<file path="src/scroll_idle_pkg.sv">
// constants and types shared by the scroll, idle and pixel format command block
package scroll_idle_pkg;
  // command codes as seen in the command byte
  localparam logic [7:0] CMD_SCROLL_AREA  = 8'h33;
  localparam logic [7:0] CMD_SCROLL_START = 8'h37;
  localparam logic [7:0] CMD_IDLE_EXIT    = 8'h38;
  localparam logic [7:0] CMD_IDLE_ENTRY   = 8'h39;
  localparam logic [7:0] CMD_PIXEL_FORMAT = 8'h3A;
  // apb byte addresses
  localparam logic [7:0] ADDR_CMD         = 8'h00;
  localparam logic [7:0] ADDR_PARAM       = 8'h04;
  localparam logic [7:0] ADDR_CTRL        = 8'h08;
  localparam logic [7:0] ADDR_STATUS      = 8'h0C;
  localparam logic [7:0] ADDR_SCROLL      = 8'h10;
  localparam logic [7:0] ADDR_FORMAT      = 8'h14;
  // reset values and field positions
  localparam logic [8:0] SCROLL_RESET     = 9'h000;
  localparam logic [7:0] FORMAT_RESET     = 8'h01;
  localparam int         FMT_BIT          = 0;
  localparam int         ADDR_HI_BIT      = 0;
  localparam int         CTRL_ORDER_BIT   = 0;
  localparam int         CTRL_SWRST_BIT   = 1;
  localparam int         LINE_W           = 9;
  localparam int         CHAN_W           = 6;
  // frame period counts in clock cycles
  localparam logic [15:0] NORMAL_FRAME_CYC = 16'h0100;
  localparam logic [15:0] IDLE_FRAME_CYC   = 16'h0200;

  typedef enum logic [1:0] {
    ST_WAIT_CMD = 2'b00,
    ST_SSA_HI   = 2'b01,
    ST_SSA_LO   = 2'b10,
    ST_FMT      = 2'b11
  } cmd_state_t;

  typedef struct packed {
    logic [5:0] r;
    logic [5:0] g;
    logic [5:0] b;
  } pixel_t;
endpackage

</file>
<file path="src/frame_tick.sv">
// panel frame timer; period selects normal or eight colour frame rate
`timescale 1ns/1ps
module frame_tick (
  // clock and control
  input  wire logic        i_clk,
  input  wire logic        i_rst,
  input  wire logic        i_ce,
  input  wire logic [15:0] i_period,
  // frame start pulse
  output logic             o_tick
);
  logic [15:0] cnt_q;
  logic [15:0] cnt_d;
  logic        tick_q;
  logic        tick_d;

  // count down; reload at each frame start so a new period lands on a frame edge
  always_comb begin
    tick_d = 1'b0;
    cnt_d  = cnt_q - 16'h0001;
    if (cnt_q <= 16'h0001) begin
      cnt_d  = i_period;
      tick_d = 1'b1;
    end
  end

  always_ff @(posedge i_clk) begin
    if (i_rst) begin
      cnt_q  <= 16'h0001;
      tick_q <= 1'b0;
    end else if (i_ce) begin
      cnt_q  <= cnt_d;
      tick_q <= tick_d;
    end
  end

  assign o_tick = tick_q;
endmodule

</file>
<file path="src/scroll_idle_pixfmt_commands.sv">
// command interpreter for scroll start, idle entry/exit and pixel format
// Functional notes
// scroll start: bit8 then bits7..0, reset zero
// start line shown after top fixed region
// scroll start command begins vertical scrolling
// new pointer applied at next frame start
// host pairs scroll start with area command
// idle exit returns to full colour
// idle exit ignored when idle off
// full colour depth outside idle mode
// normal frame rate outside idle mode
// idle entry enters idle, glitch free
// idle keeps only channel msbs
// idle uses eight colour frame rate
// idle entry ignored when idle on
// format bit: 0 six-six-six, 1 five-six-five
// commands accepted in every power state
// order bit 0 counts from top
// order bit 1 counts from bottom
// idle off after any reset
// lone first parameter leaves address unchanged
`timescale 1ns/1ps
module scroll_idle_pixfmt_commands #(
  parameter int LINES = 272
) (
  // clock, enable, reset
  input  wire logic                          i_clk,
  input  wire logic                          i_ce,
  input  wire logic                          i_rst,
  // apb slave
  input  wire logic                          psel,
  input  wire logic                          penable,
  input  wire logic                          pwrite,
  input  wire logic [7:0]                    paddr,
  input  wire logic [31:0]                   pwdata,
  output logic      [31:0]                   prdata,
  output logic                               pready,
  output logic                               pslverr,
  // pixel path
  input  wire scroll_idle_pkg::pixel_t       i_pixel,
  output scroll_idle_pkg::pixel_t            o_pixel,
  // display state
  output logic      [8:0]                    o_scroll_line,
  output logic                               o_scroll_on,
  output logic                               o_idle,
  output logic                               o_fmt_565,
  output logic                               o_bottom_up,
  output logic                               o_frame_start
);
  initial begin
    if (LINES < 1 || LINES > 512) $error("LINES must fit in nine bits");
  end

  scroll_idle_pkg::cmd_state_t st_q, st_d;
  logic [8:0]  ssa_pend_q, ssa_pend_d;     // staged pointer
  logic        ssa_hi_q, ssa_hi_d;         // first parameter held
  logic        ssa_new_q, ssa_new_d;
  logic [8:0]  ssa_q, ssa_d;               // applied pointer
  logic        scroll_pend_q, scroll_pend_d;
  logic        scroll_on_q, scroll_on_d;
  logic        idle_q, idle_d;             // requested idle
  logic        idle_view_q, idle_view_d;   // idle as shown on panel
  logic [7:0]  fmt_q, fmt_d;
  logic        fmt_view_q, fmt_view_d;
  logic        order_q, order_d;
  logic [31:0] rdata_q, rdata_d;
  logic        ready_q, ready_d;
  logic        err_q, err_d;
  scroll_idle_pkg::pixel_t pix_q, pix_d;
  logic        tick;
  logic        apb_wr;
  logic        apb_rd;
  logic [7:0]  wbyte;
  logic        soft_rst;

  // highest line the panel can show; out-of-range pointers clamp here
  localparam logic [8:0] SCROLL_LIMIT = 9'(LINES - 1);

  // known address check used for the pslverr answer to reads and writes
  function automatic logic addr_ok(input logic [7:0] a);
    addr_ok = (a == scroll_idle_pkg::ADDR_CMD)    || (a == scroll_idle_pkg::ADDR_PARAM) ||
              (a == scroll_idle_pkg::ADDR_CTRL)   || (a == scroll_idle_pkg::ADDR_STATUS) ||
              (a == scroll_idle_pkg::ADDR_SCROLL) || (a == scroll_idle_pkg::ADDR_FORMAT);
  endfunction

  // reduce a channel to its msb, repeated so the level is full or zero
  function automatic logic [5:0] msb_only(input logic [5:0] c);
    msb_only = {6{c[scroll_idle_pkg::CHAN_W-1]}};
  endfunction

  // access phase with one wait state: pready is registered, so the answer comes in the second access cycle
  assign apb_wr   = psel && penable && pwrite && !ready_q;
  assign apb_rd   = psel && penable && !pwrite && !ready_q;
  assign wbyte    = pwdata[7:0];
  assign soft_rst = apb_wr && (paddr == scroll_idle_pkg::ADDR_CTRL) && pwdata[scroll_idle_pkg::CTRL_SWRST_BIT];

  // frame timer; period follows the idle state shown on the panel
  frame_tick u_tick (
    .i_clk    (i_clk),
    .i_rst    (i_rst || (soft_rst && i_ce)),
    .i_ce     (i_ce),
    .i_period (idle_view_q ? scroll_idle_pkg::IDLE_FRAME_CYC : scroll_idle_pkg::NORMAL_FRAME_CYC),
    .o_tick   (tick)
  );

  // command and parameter interpretation; accepted in every power state
  always_comb begin
    st_d          = st_q;
    ssa_pend_d    = ssa_pend_q;
    ssa_hi_d      = ssa_hi_q;
    ssa_new_d     = ssa_new_q;
    scroll_pend_d = scroll_pend_q;
    idle_d        = idle_q;
    fmt_d         = fmt_q;
    order_d       = order_q;
    if (apb_wr && paddr == scroll_idle_pkg::ADDR_CMD) begin
      st_d     = scroll_idle_pkg::ST_WAIT_CMD;
      ssa_hi_d = 1'b0;
      unique case (wbyte)
        scroll_idle_pkg::CMD_SCROLL_START: st_d = scroll_idle_pkg::ST_SSA_HI;
        scroll_idle_pkg::CMD_IDLE_EXIT: begin
          if (idle_q) idle_d = 1'b0;
        end
        scroll_idle_pkg::CMD_IDLE_ENTRY: begin
          if (!idle_q) idle_d = 1'b1;
        end
        scroll_idle_pkg::CMD_PIXEL_FORMAT: st_d = scroll_idle_pkg::ST_FMT;
        default: st_d = scroll_idle_pkg::ST_WAIT_CMD;
      endcase
    end else if (apb_wr && paddr == scroll_idle_pkg::ADDR_PARAM) begin
      unique case (st_q)
        scroll_idle_pkg::ST_SSA_HI: begin
          ssa_pend_d[8] = wbyte[scroll_idle_pkg::ADDR_HI_BIT];
          ssa_hi_d      = 1'b1;
          st_d          = scroll_idle_pkg::ST_SSA_LO;
        end
        scroll_idle_pkg::ST_SSA_LO: begin
          ssa_pend_d[7:0] = wbyte;
          ssa_new_d       = 1'b1;
          scroll_pend_d   = 1'b1;
          ssa_hi_d        = 1'b0;
          st_d            = scroll_idle_pkg::ST_WAIT_CMD;
        end
        scroll_idle_pkg::ST_FMT: begin
          fmt_d = wbyte;
          st_d  = scroll_idle_pkg::ST_WAIT_CMD;
        end
        scroll_idle_pkg::ST_WAIT_CMD: st_d = scroll_idle_pkg::ST_WAIT_CMD;
      endcase
    end else if (apb_wr && paddr == scroll_idle_pkg::ADDR_CTRL) begin
      order_d = pwdata[scroll_idle_pkg::CTRL_ORDER_BIT];
    end
    if (tick) begin
      ssa_new_d     = 1'b0;
      scroll_pend_d = 1'b0;
    end
    // a parameter landing on the tick stays pending for the next frame
    if (apb_wr && paddr == scroll_idle_pkg::ADDR_PARAM && st_q == scroll_idle_pkg::ST_SSA_LO) begin
      ssa_new_d     = 1'b1;
      scroll_pend_d = 1'b1;
    end
  end

  // scroll pointer, scroll enable, idle and format views change only at frame start, so no tearing or glitch
  always_comb begin
    ssa_d       = ssa_q;
    scroll_on_d = scroll_on_q;
    idle_view_d = idle_view_q;
    fmt_view_d  = fmt_view_q;
    if (tick) begin
      if (ssa_new_q) ssa_d = (ssa_pend_q < 9'(LINES)) ? ssa_pend_q : SCROLL_LIMIT;
      if (scroll_pend_q) scroll_on_d = 1'b1;
      idle_view_d = idle_q;
      fmt_view_d  = fmt_q[scroll_idle_pkg::FMT_BIT];
    end
  end

  // pixel reduction: msb only in idle, red and blue lsb cleared in 5-6-5, full depth otherwise
  always_comb begin
    pix_d = i_pixel;
    if (fmt_view_q) pix_d.b = {i_pixel.b[5:1], 1'b0}; // five bit blue in 5-6-5
    if (fmt_view_q) pix_d.r = {i_pixel.r[5:1], 1'b0};
    if (idle_view_q) begin
      pix_d.r = msb_only(i_pixel.r);
      pix_d.g = msb_only(i_pixel.g);
      pix_d.b = msb_only(i_pixel.b);
    end
  end

  // apb read mux and answer; unmapped addresses give pslverr
  always_comb begin
    rdata_d = 32'h0000_0000;
    ready_d = psel && penable && !ready_q;
    err_d   = psel && penable && !ready_q && !addr_ok(paddr);
    if (apb_rd) begin
      unique case (paddr)
        scroll_idle_pkg::ADDR_CTRL:   rdata_d = {31'h0000_0000, order_q};
        scroll_idle_pkg::ADDR_STATUS: rdata_d = {26'h000_0000, st_q, ssa_hi_q, scroll_on_q, idle_view_q, idle_q};
        scroll_idle_pkg::ADDR_SCROLL: rdata_d = {23'h00_0000, ssa_q};
        scroll_idle_pkg::ADDR_FORMAT: rdata_d = {24'h00_0000, fmt_q};
        default:                      rdata_d = 32'h0000_0000;
      endcase
    end
  end

  // register all state; software reset restores the reset values, except pready which is set to answer the write
  always_ff @(posedge i_clk) begin
    if (i_rst || (soft_rst && i_ce)) begin
      st_q          <= scroll_idle_pkg::ST_WAIT_CMD;
      ssa_pend_q    <= scroll_idle_pkg::SCROLL_RESET;
      ssa_hi_q      <= 1'b0;
      ssa_new_q     <= 1'b0;
      ssa_q         <= scroll_idle_pkg::SCROLL_RESET;
      scroll_pend_q <= 1'b0;
      scroll_on_q   <= 1'b0;
      idle_q        <= 1'b0;
      idle_view_q   <= 1'b0;
      fmt_q         <= scroll_idle_pkg::FORMAT_RESET;
      fmt_view_q    <= scroll_idle_pkg::FORMAT_RESET[scroll_idle_pkg::FMT_BIT];
      order_q       <= 1'b0;
      pix_q         <= '0;
      rdata_q       <= 32'h0000_0000;
      ready_q       <= i_rst ? 1'b0 : 1'b1;
      err_q         <= 1'b0;
    end else if (i_ce) begin
      st_q          <= st_d;
      ssa_pend_q    <= ssa_pend_d;
      ssa_hi_q      <= ssa_hi_d;
      ssa_new_q     <= ssa_new_d;
      ssa_q         <= ssa_d;
      scroll_pend_q <= scroll_pend_d;
      scroll_on_q   <= scroll_on_d;
      idle_q        <= idle_d;
      idle_view_q   <= idle_view_d;
      fmt_q         <= fmt_d;
      fmt_view_q    <= fmt_view_d;
      order_q       <= order_d;
      pix_q         <= pix_d;
      rdata_q       <= rdata_d;
      ready_q       <= ready_d;
      err_q         <= err_d;
    end
  end

  // outputs straight from flip-flops (tick is a flop in the timer)
  assign prdata        = rdata_q;
  assign pready        = ready_q;
  assign pslverr       = err_q;
  assign o_pixel       = pix_q;
  assign o_scroll_line = ssa_q;
  assign o_scroll_on   = scroll_on_q;
  assign o_idle        = idle_view_q;
  assign o_fmt_565     = fmt_view_q;
  assign o_bottom_up   = order_q;
  assign o_frame_start = tick;
endmodule

</file>
<file path="config.mk">
export PLATFORM = sky130hd
export DESIGN_NAME = scroll_idle_pixfmt_commands
export DESIGN_NICKNAME = d
export VERILOG_FILES = /design/src/scroll_idle_pkg.sv /design/src/frame_tick.sv /design/src/scroll_idle_pixfmt_commands.sv
export SDC_FILE = /design/constraint.sdc
export NUM_CORES = 1
export LEC_CHECK = 0
export BUFFER_PORTS_ARGS = -buffer_cell sky130_fd_sc_hd__buf_2
export CORE_MARGIN = 5
export CORE_UTILIZATION = 50
export DETAILED_ROUTE_END_ITERATION = 6
export GPL_TIMING_DRIVEN = 0
export PLACE_DENSITY_LB_ADDON = 0.05
export SLEW_MARGIN = 5
export SYNTH_ARGS = -nofsm -noshare
export SYNTH_HDL_FRONTEND = slang
export SYNTH_SLANG_ARGS = --single-unit
</file>
<file path="constraint.sdc">
create_clock -name i_clk -period 3.1 [get_ports i_clk]
set_clock_uncertainty 0.2 [all_clocks]
set_input_delay 0.465 -clock i_clk [delete_from_list [all_inputs] [get_ports i_clk]]
set_output_delay 0.465 -clock i_clk [all_outputs]
set_load 0.05 [all_outputs]
</file>
==> results of run 1 <==
synthesized netlist by cell type, types with 3 or more instances:
master    number  area (µm²)
or4_1          5        37.5
o31ai_1        4        30.0
nor4_1         6        37.5
xor2_1         5        43.8
o21ai_0       26         130
buf_4         23         173
nand3_1        8        40.0
inv_1          7        26.3
or3_1          5        31.3
and3_1         5        31.3
dfxtp_1       80        1600
a221o_1        5        50.1
clkbuf_1      28         105
nor2_1        43         161
mux2i_1       12         120
nand2b_1       4        25.0
nor2b_1        3        18.8
nand4_1       19         119
nor3b_1        6        45.0
nor3_1        13        65.1
a21bo_2        3        30.0
a211o_1        4        35.0
a21oi_1       47         235
nand2_1       19        71.3
a211oi_1      23         173
o22ai_1        4        25.0
and2_1         4        25.0
state kept, by name, summed over array words and instances, names as in the netlist, 2 cells and up:
| name | count |
|---|---|
| st_q | 2 |
| prdata | 9 |
| o_pixel | 18 |
| fmt_q | 8 |
| o_scroll_line | 9 |
| ssa_pend_q | 9 |
| u_tick.cnt_q | 16 |
where the power goes:
group / switching (W) / internal, W
clock: 0.000394 / 0.000459
combinational: 0.000437 / 0.000233
sequential: 0.0000702 / 0.00111
total: 0.000901 / 0.00180
cell type report:
cell class,count,area [µm²]
plain buffers,54,292
flip-flops and latches,81,1630
multi-input cells,332,2000
clock inverters,6,91.3
well taps,102,128
clock buffers,10,128
inverters,7,26.3
repair buffers,81,405
fillers,715,2950
routing by layer:
metal | part of all wire (%) | global-route usage (%)
met1 | 44 | 28.8
met2 | 48 | 36.4
met3 | 7.2 | 5.79
met4 | 0.71 | 5.43
met5 | 0 | 0
stage by stage:
stage               utilization [%]  hold slack (ps)  power [W]  cells
floorplan                         -              249    0.00171    474
global placement               58.6              241    0.00186    657
detailed placement             58.6              243    0.00187    657
CTS                            61.5              158    0.00272    673
global route                   61.5              166    0.00284    673
finish                         61.5              163    0.00271    673
kinds of logic (layout without fill, tap and decap cells):
logic type	Yosys count	count (layout)	share of synthesized area [%]
adder cells (fa/ha/maj)	2	2	0.647
AND/OR/NAND/NOR	162	162	23.5
other	1	23	0.0970
XOR/XNOR	5	5	1.13
flip-flops	81	81	42.2
AO/OA/AOI/OAI	128	128	21.1
buffers and inverters	61	158	8.22
multiplexers	12	12	3.11
worst max-delay path by stage:
stage / slack [ps] / from / endpoint / cells after the start
CTS: 450 / pready$_DFFE_PP_ / u_tick.cnt_q[11]$_SDFFE_PP0P_ / 7
global placement: 190 / paddr[4] / ssa_pend_q[4]$_SDFFE_PP0P_ / 8
detailed placement: 170 / paddr[4] / u_tick.cnt_q[11]$_SDFFE_PP0P_ / 8
global route: 330 / pready$_DFFE_PP_ / ssa_pend_q[4]$_SDFFE_PP0P_ / 7
floorplan: 680 / pready$_DFFE_PP_ / pslverr$_SDFFE_PP0P_ / 7
finish: 450 / pready$_DFFE_PP_ / u_tick.cnt_q[11]$_SDFFE_PP0P_ / 7
worst max-delay path: stages, from the launching register on:
cell	delay (ps)
edfxtp_1	410
and4b_1	350
and4_1	200
clkbuf_1	320
a31o_2	230
buf_2	170
clkbuf_1	490
a211oi_1	130
==> flow_metrics.env, run 1 <==
export IMPL_ys_flop_type="dfxtp_1"
export IMPL_setup_viol=0
export IMPL_start_util_pct=50.5
export IMPL_rows=32
export IMPL_finalWorstSetupSlack_ps=451
export IMPL_ff2ff_setup_slack_ps=450
export IMPL_final_area_um2=4700
export IMPL_drive_gt1_share_pct=23.5
export IMPL_io_buffers=81
export IMPL_startpoint_type="flip-flop"
export IMPL_path_class="flip-flop to flip-flop"
export IMPL_p_leak_nw=1.94
export IMPL_hold_buffers=0
export IMPL_ant_nets=0
export IMPL_grt_pass1_vias=3634
export IMPL_ys_types=56
export IMPL_crit_arrival_ps=2650
export IMPL_wl_per_cell_um=15.7
export IMPL_coreArea_um2=7650
export IMPL_cp_max_fo=10
export IMPL_fp_dieW_um=97.9
export IMPL_post_place_ws_ps=171
export IMPL_fmax_mhz=377
export IMPL_rsz0062_at_grt="no"
export IMPL_hp_start="i_pixel[11]"
export IMPL_place_hpwl_mm=7.93
export IMPL_synth_edff_count=1
export IMPL_place_area_um2=4480
export IMPL_antenna_found_initial=0
export IMPL_grt_ovfl_total=0
export IMPL_setup_tns_ps=0
export IMPL_max_cap_violations=0
export IMPL_gp_congestion=0.839
export IMPL_holdPathEnd="o_pixel[11]$_SDFFE_PP0P_"
export IMPL_r2r_start="pready$_DFFE_PP_"
export IMPL_fin_nets=632
export IMPL_via_per_inst=5.53
export IMPL_clk_latency_ps=350
export IMPL_syn_to_final_growth_pct=21.6
export IMPL_p_per_area_nw_per_um2=576
export IMPL_reg2reg_to="u_tick.cnt_q[11]$_SDFFE_PP0P_"
export IMPL_final_common_cell="buf_2"
export IMPL_synthCells=452
export IMPL_ys_warn_count=0
export IMPL_seq_area_frac_synth_pct=42.2
export IMPL_r2r_cells=7
export IMPL_diodes=0
export IMPL_async_flop_share_pct=0
export IMPL_final_cell_mix="buf_2 (83), dfxtp_1 (80), a21oi_1 (47)"
export IMPL_drt_wl_total_mm=10.5
export IMPL_cts_repair_resized=0
export IMPL_first_pass_iters=4
export IMPL_critPathRequiredTime_ps=3100
export IMPL_drc=0
export IMPL_die_h_um=97.9
export IMPL_die_area_um2=9590
export IMPL_drt_initial_drc_count=180
export IMPL_grt_max_degree=15
export IMPL_hold_path_class="primary input to flip-flop"
export IMPL_drv_slew=0
export IMPL_worstMarginPinSlew_ps=976
export IMPL_min_period_ps=2650
export IMPL_track_usage_pct=22.0
export IMPL_post_route_period_util_pct=85.5
export IMPL_status="finished clean"
export IMPL_syn_avg_cell_area_um2=8.55
export IMPL_cts_tree="yes"
export IMPL_h_tree_depth=3
export IMPL_holdPathStages=3
export IMPL_slew_headroom_pct=34.4
export IMPL_postCtsSetupRepairBufs=0
export IMPL_hold_viol=0
export IMPL_num_vias=3721
export IMPL_ys_ff_latch=81
export IMPL_path_clk_slew_ps=90
export IMPL_grt_pass1_wl_mm=17.6
export IMPL_cts_buffer_depth=2
export IMPL_numCtsBuffers=9
export IMPL_clock_sinks=81
export IMPL_peakVddDrop_mv=0.286
export IMPL_clockRootBuffer="clkbuf_8"
export IMPL_end_kind="flip-flop"
export IMPL_ioPinCount=130
export IMPL_synth_area_um2=3860
Power figures use the tool's default switching activity.
==> run 2, diff against run 1 <==
Settings changed: PLACE_DENSITY set to 0.79, PLACE_DENSITY_LB_ADDON 0.05 to not set.
==> flow_metrics.env, run 2 (synthesized netlist as in run 1, its figures left out) <==
export IMPL_grt_max_degree=17
export IMPL_worstMarginPinSlew_ps=1080
export IMPL_fp_dieW_um=97.9
export IMPL_drv_slew=0
export IMPL_rows=32
export IMPL_grtUsageMet3_pct=5.64
export IMPL_hold_viol=0
export IMPL_postCtsSetupRepairBufs=0
export IMPL_p_leak_nw=1.92
export IMPL_start_util_pct=50.5
export IMPL_clk_latency_ps=360
export IMPL_end_kind="flip-flop"
export IMPL_clockRootBuffer="clkbuf_8"
export IMPL_cts_tree="yes"
export IMPL_cts_repair_resized=0
export IMPL_drive_gt1_share_pct=23.6
export IMPL_peakVddDrop_mv=0.293
export IMPL_io_buffers=81
export IMPL_status="finished clean"
export IMPL_drt_wl_total_mm=10.7
export IMPL_use_met2_pct=40.7
export IMPL_grt_ovfl_total=0
export IMPL_via_per_inst=5.66
export IMPL_diodes=0
export IMPL_hold_buffers=0
export IMPL_post_route_period_util_pct=85.7
export IMPL_antenna_found_initial=0
export IMPL_hold_path_class="primary input to flip-flop"
export IMPL_r2r_cells=7
export IMPL_num_vias=3810
export IMPL_startpoint_type="flip-flop"
export IMPL_h_tree_depth=3
export IMPL_holdPathStages=3
export IMPL_cp_max_fo=10
export IMPL_fmax_mhz=376
export IMPL_coreArea_um2=7650
export IMPL_busiest_layer="met2"
export IMPL_setup_viol=0
export IMPL_ant_nets=0
export IMPL_final_cell_mix="buf_2 (83), dfxtp_1 (80), a21oi_1 (47)"
export IMPL_die_h_um=97.9
export IMPL_crit_arrival_ps=2680
export IMPL_grt_pass1_wl_mm=17.8
export IMPL_place_hpwl_mm=8.03
export IMPL_grt_pass1_vias=3733
export IMPL_rsz0062_at_grt="no"
export IMPL_first_pass_iters=5
export IMPL_critPathRequiredTime_ps=3120
export IMPL_path_clk_slew_ps=90
export IMPL_final_common_cell="buf_2"
export IMPL_cts_buffer_depth=2
export IMPL_numCtsBuffers=9
export IMPL_grt_met1_usage_pct=26.3
export IMPL_drc=0
export IMPL_syn_to_final_growth_pct=20.8
export IMPL_die_area_um2=9590
export IMPL_path_class="flip-flop to flip-flop"
export IMPL_largest_reg_flops=18
export IMPL_drt_initial_drc_count=241
export IMPL_max_cap_violations=0
export IMPL_fin_nets=632
export IMPL_p_per_area_nw_per_um2=555
export IMPL_gp_congestion=0.932
export IMPL_ioPinCount=130
export IMPL_slew_headroom_pct=27.7
export IMPL_setup_tns_ps=0
export IMPL_min_period_ps=2660
export IMPL_clock_sinks=81
export IMPL_utilization_pct=61.1
export IMPL_wl_per_cell_um=16.0
export IMPL_track_usage_pct=22.6
run 2: cell count changes in the layout (fill, tap and decap cells not counted), sizes merged:
cell      change
clkbuf        -1
bufinv        -2
inv           +1
clkinvlp      +2
run 2: cell type report:
cell class                 instances  area, µm²
multi-input combinational        332       2000
buffer                            54        292
clock buffer                       9        124
timing repair buffer              81        405
tap                              102        128
clock inverter                     7       66.3
sequential                        81       1630
fill                             721       2980
inverter                           7       26.3
run 2: worst max-delay path, cell delays in order, from the launching register on:
cell and delay [ps]:
edfxtp_1 430, and4b_1 340, and4_1 210, clkbuf_1 320, a31o_2 230, buf_2 160, clkbuf_1 490, nor2_1 120
run 2: worst paths after layout:
kind | slack (ps) | to | from
worst max-delay path | 440 | o_scroll_line[2]$_SDFFE_PP0P_ | pready$_DFFE_PP_
worst min-delay path | 160 | o_pixel[17]$_SDFFE_PP0P_ | i_pixel[17]
worst max register to register | 440 | o_scroll_line[2]$_SDFFE_PP0P_ | pready$_DFFE_PP_
worst min register to register | 260 | prdata[6]$_SDFFE_PP0P_ | prdata[6]$_SDFFE_PP0P_
run 2: report_power, final:
group          total [W]  internal [W]  switching, W  leakage [nW]
Combinational   0.000682      0.000233      0.000448          1.17
Sequential       0.00118       0.00111     0.0000705         0.661
Clock           0.000726      0.000305      0.000421        0.0892
Total            0.00259       0.00165      0.000940          1.92
run 2: per-layer routing:
layer	up-vias	part of all wire [%]
li1	1846	-
met4	0	1.6
met1	1802	41
met5	-	0
met2	139	52
met3	23	6.2
run 2: per-stage QoR:
| stage | instance area (µm²) | total power, W | instances | hold WS [ps] | setup WS [ps] |
|---|---|---|---|---|---|
| global placement | 4480 | 0.00185 | 657 | 244 | 222 |
| finish | 4670 | 0.00259 | 673 | 156 | 442 |
| detailed placement | 4480 | 0.00187 | 657 | 242 | 213 |
| floorplan | 3950 | 0.00171 | 474 | 249 | 684 |
| global route | 4670 | 0.00272 | 673 | 169 | 332 |
| CTS | 4670 | 0.00259 | 673 | 143 | 482 |
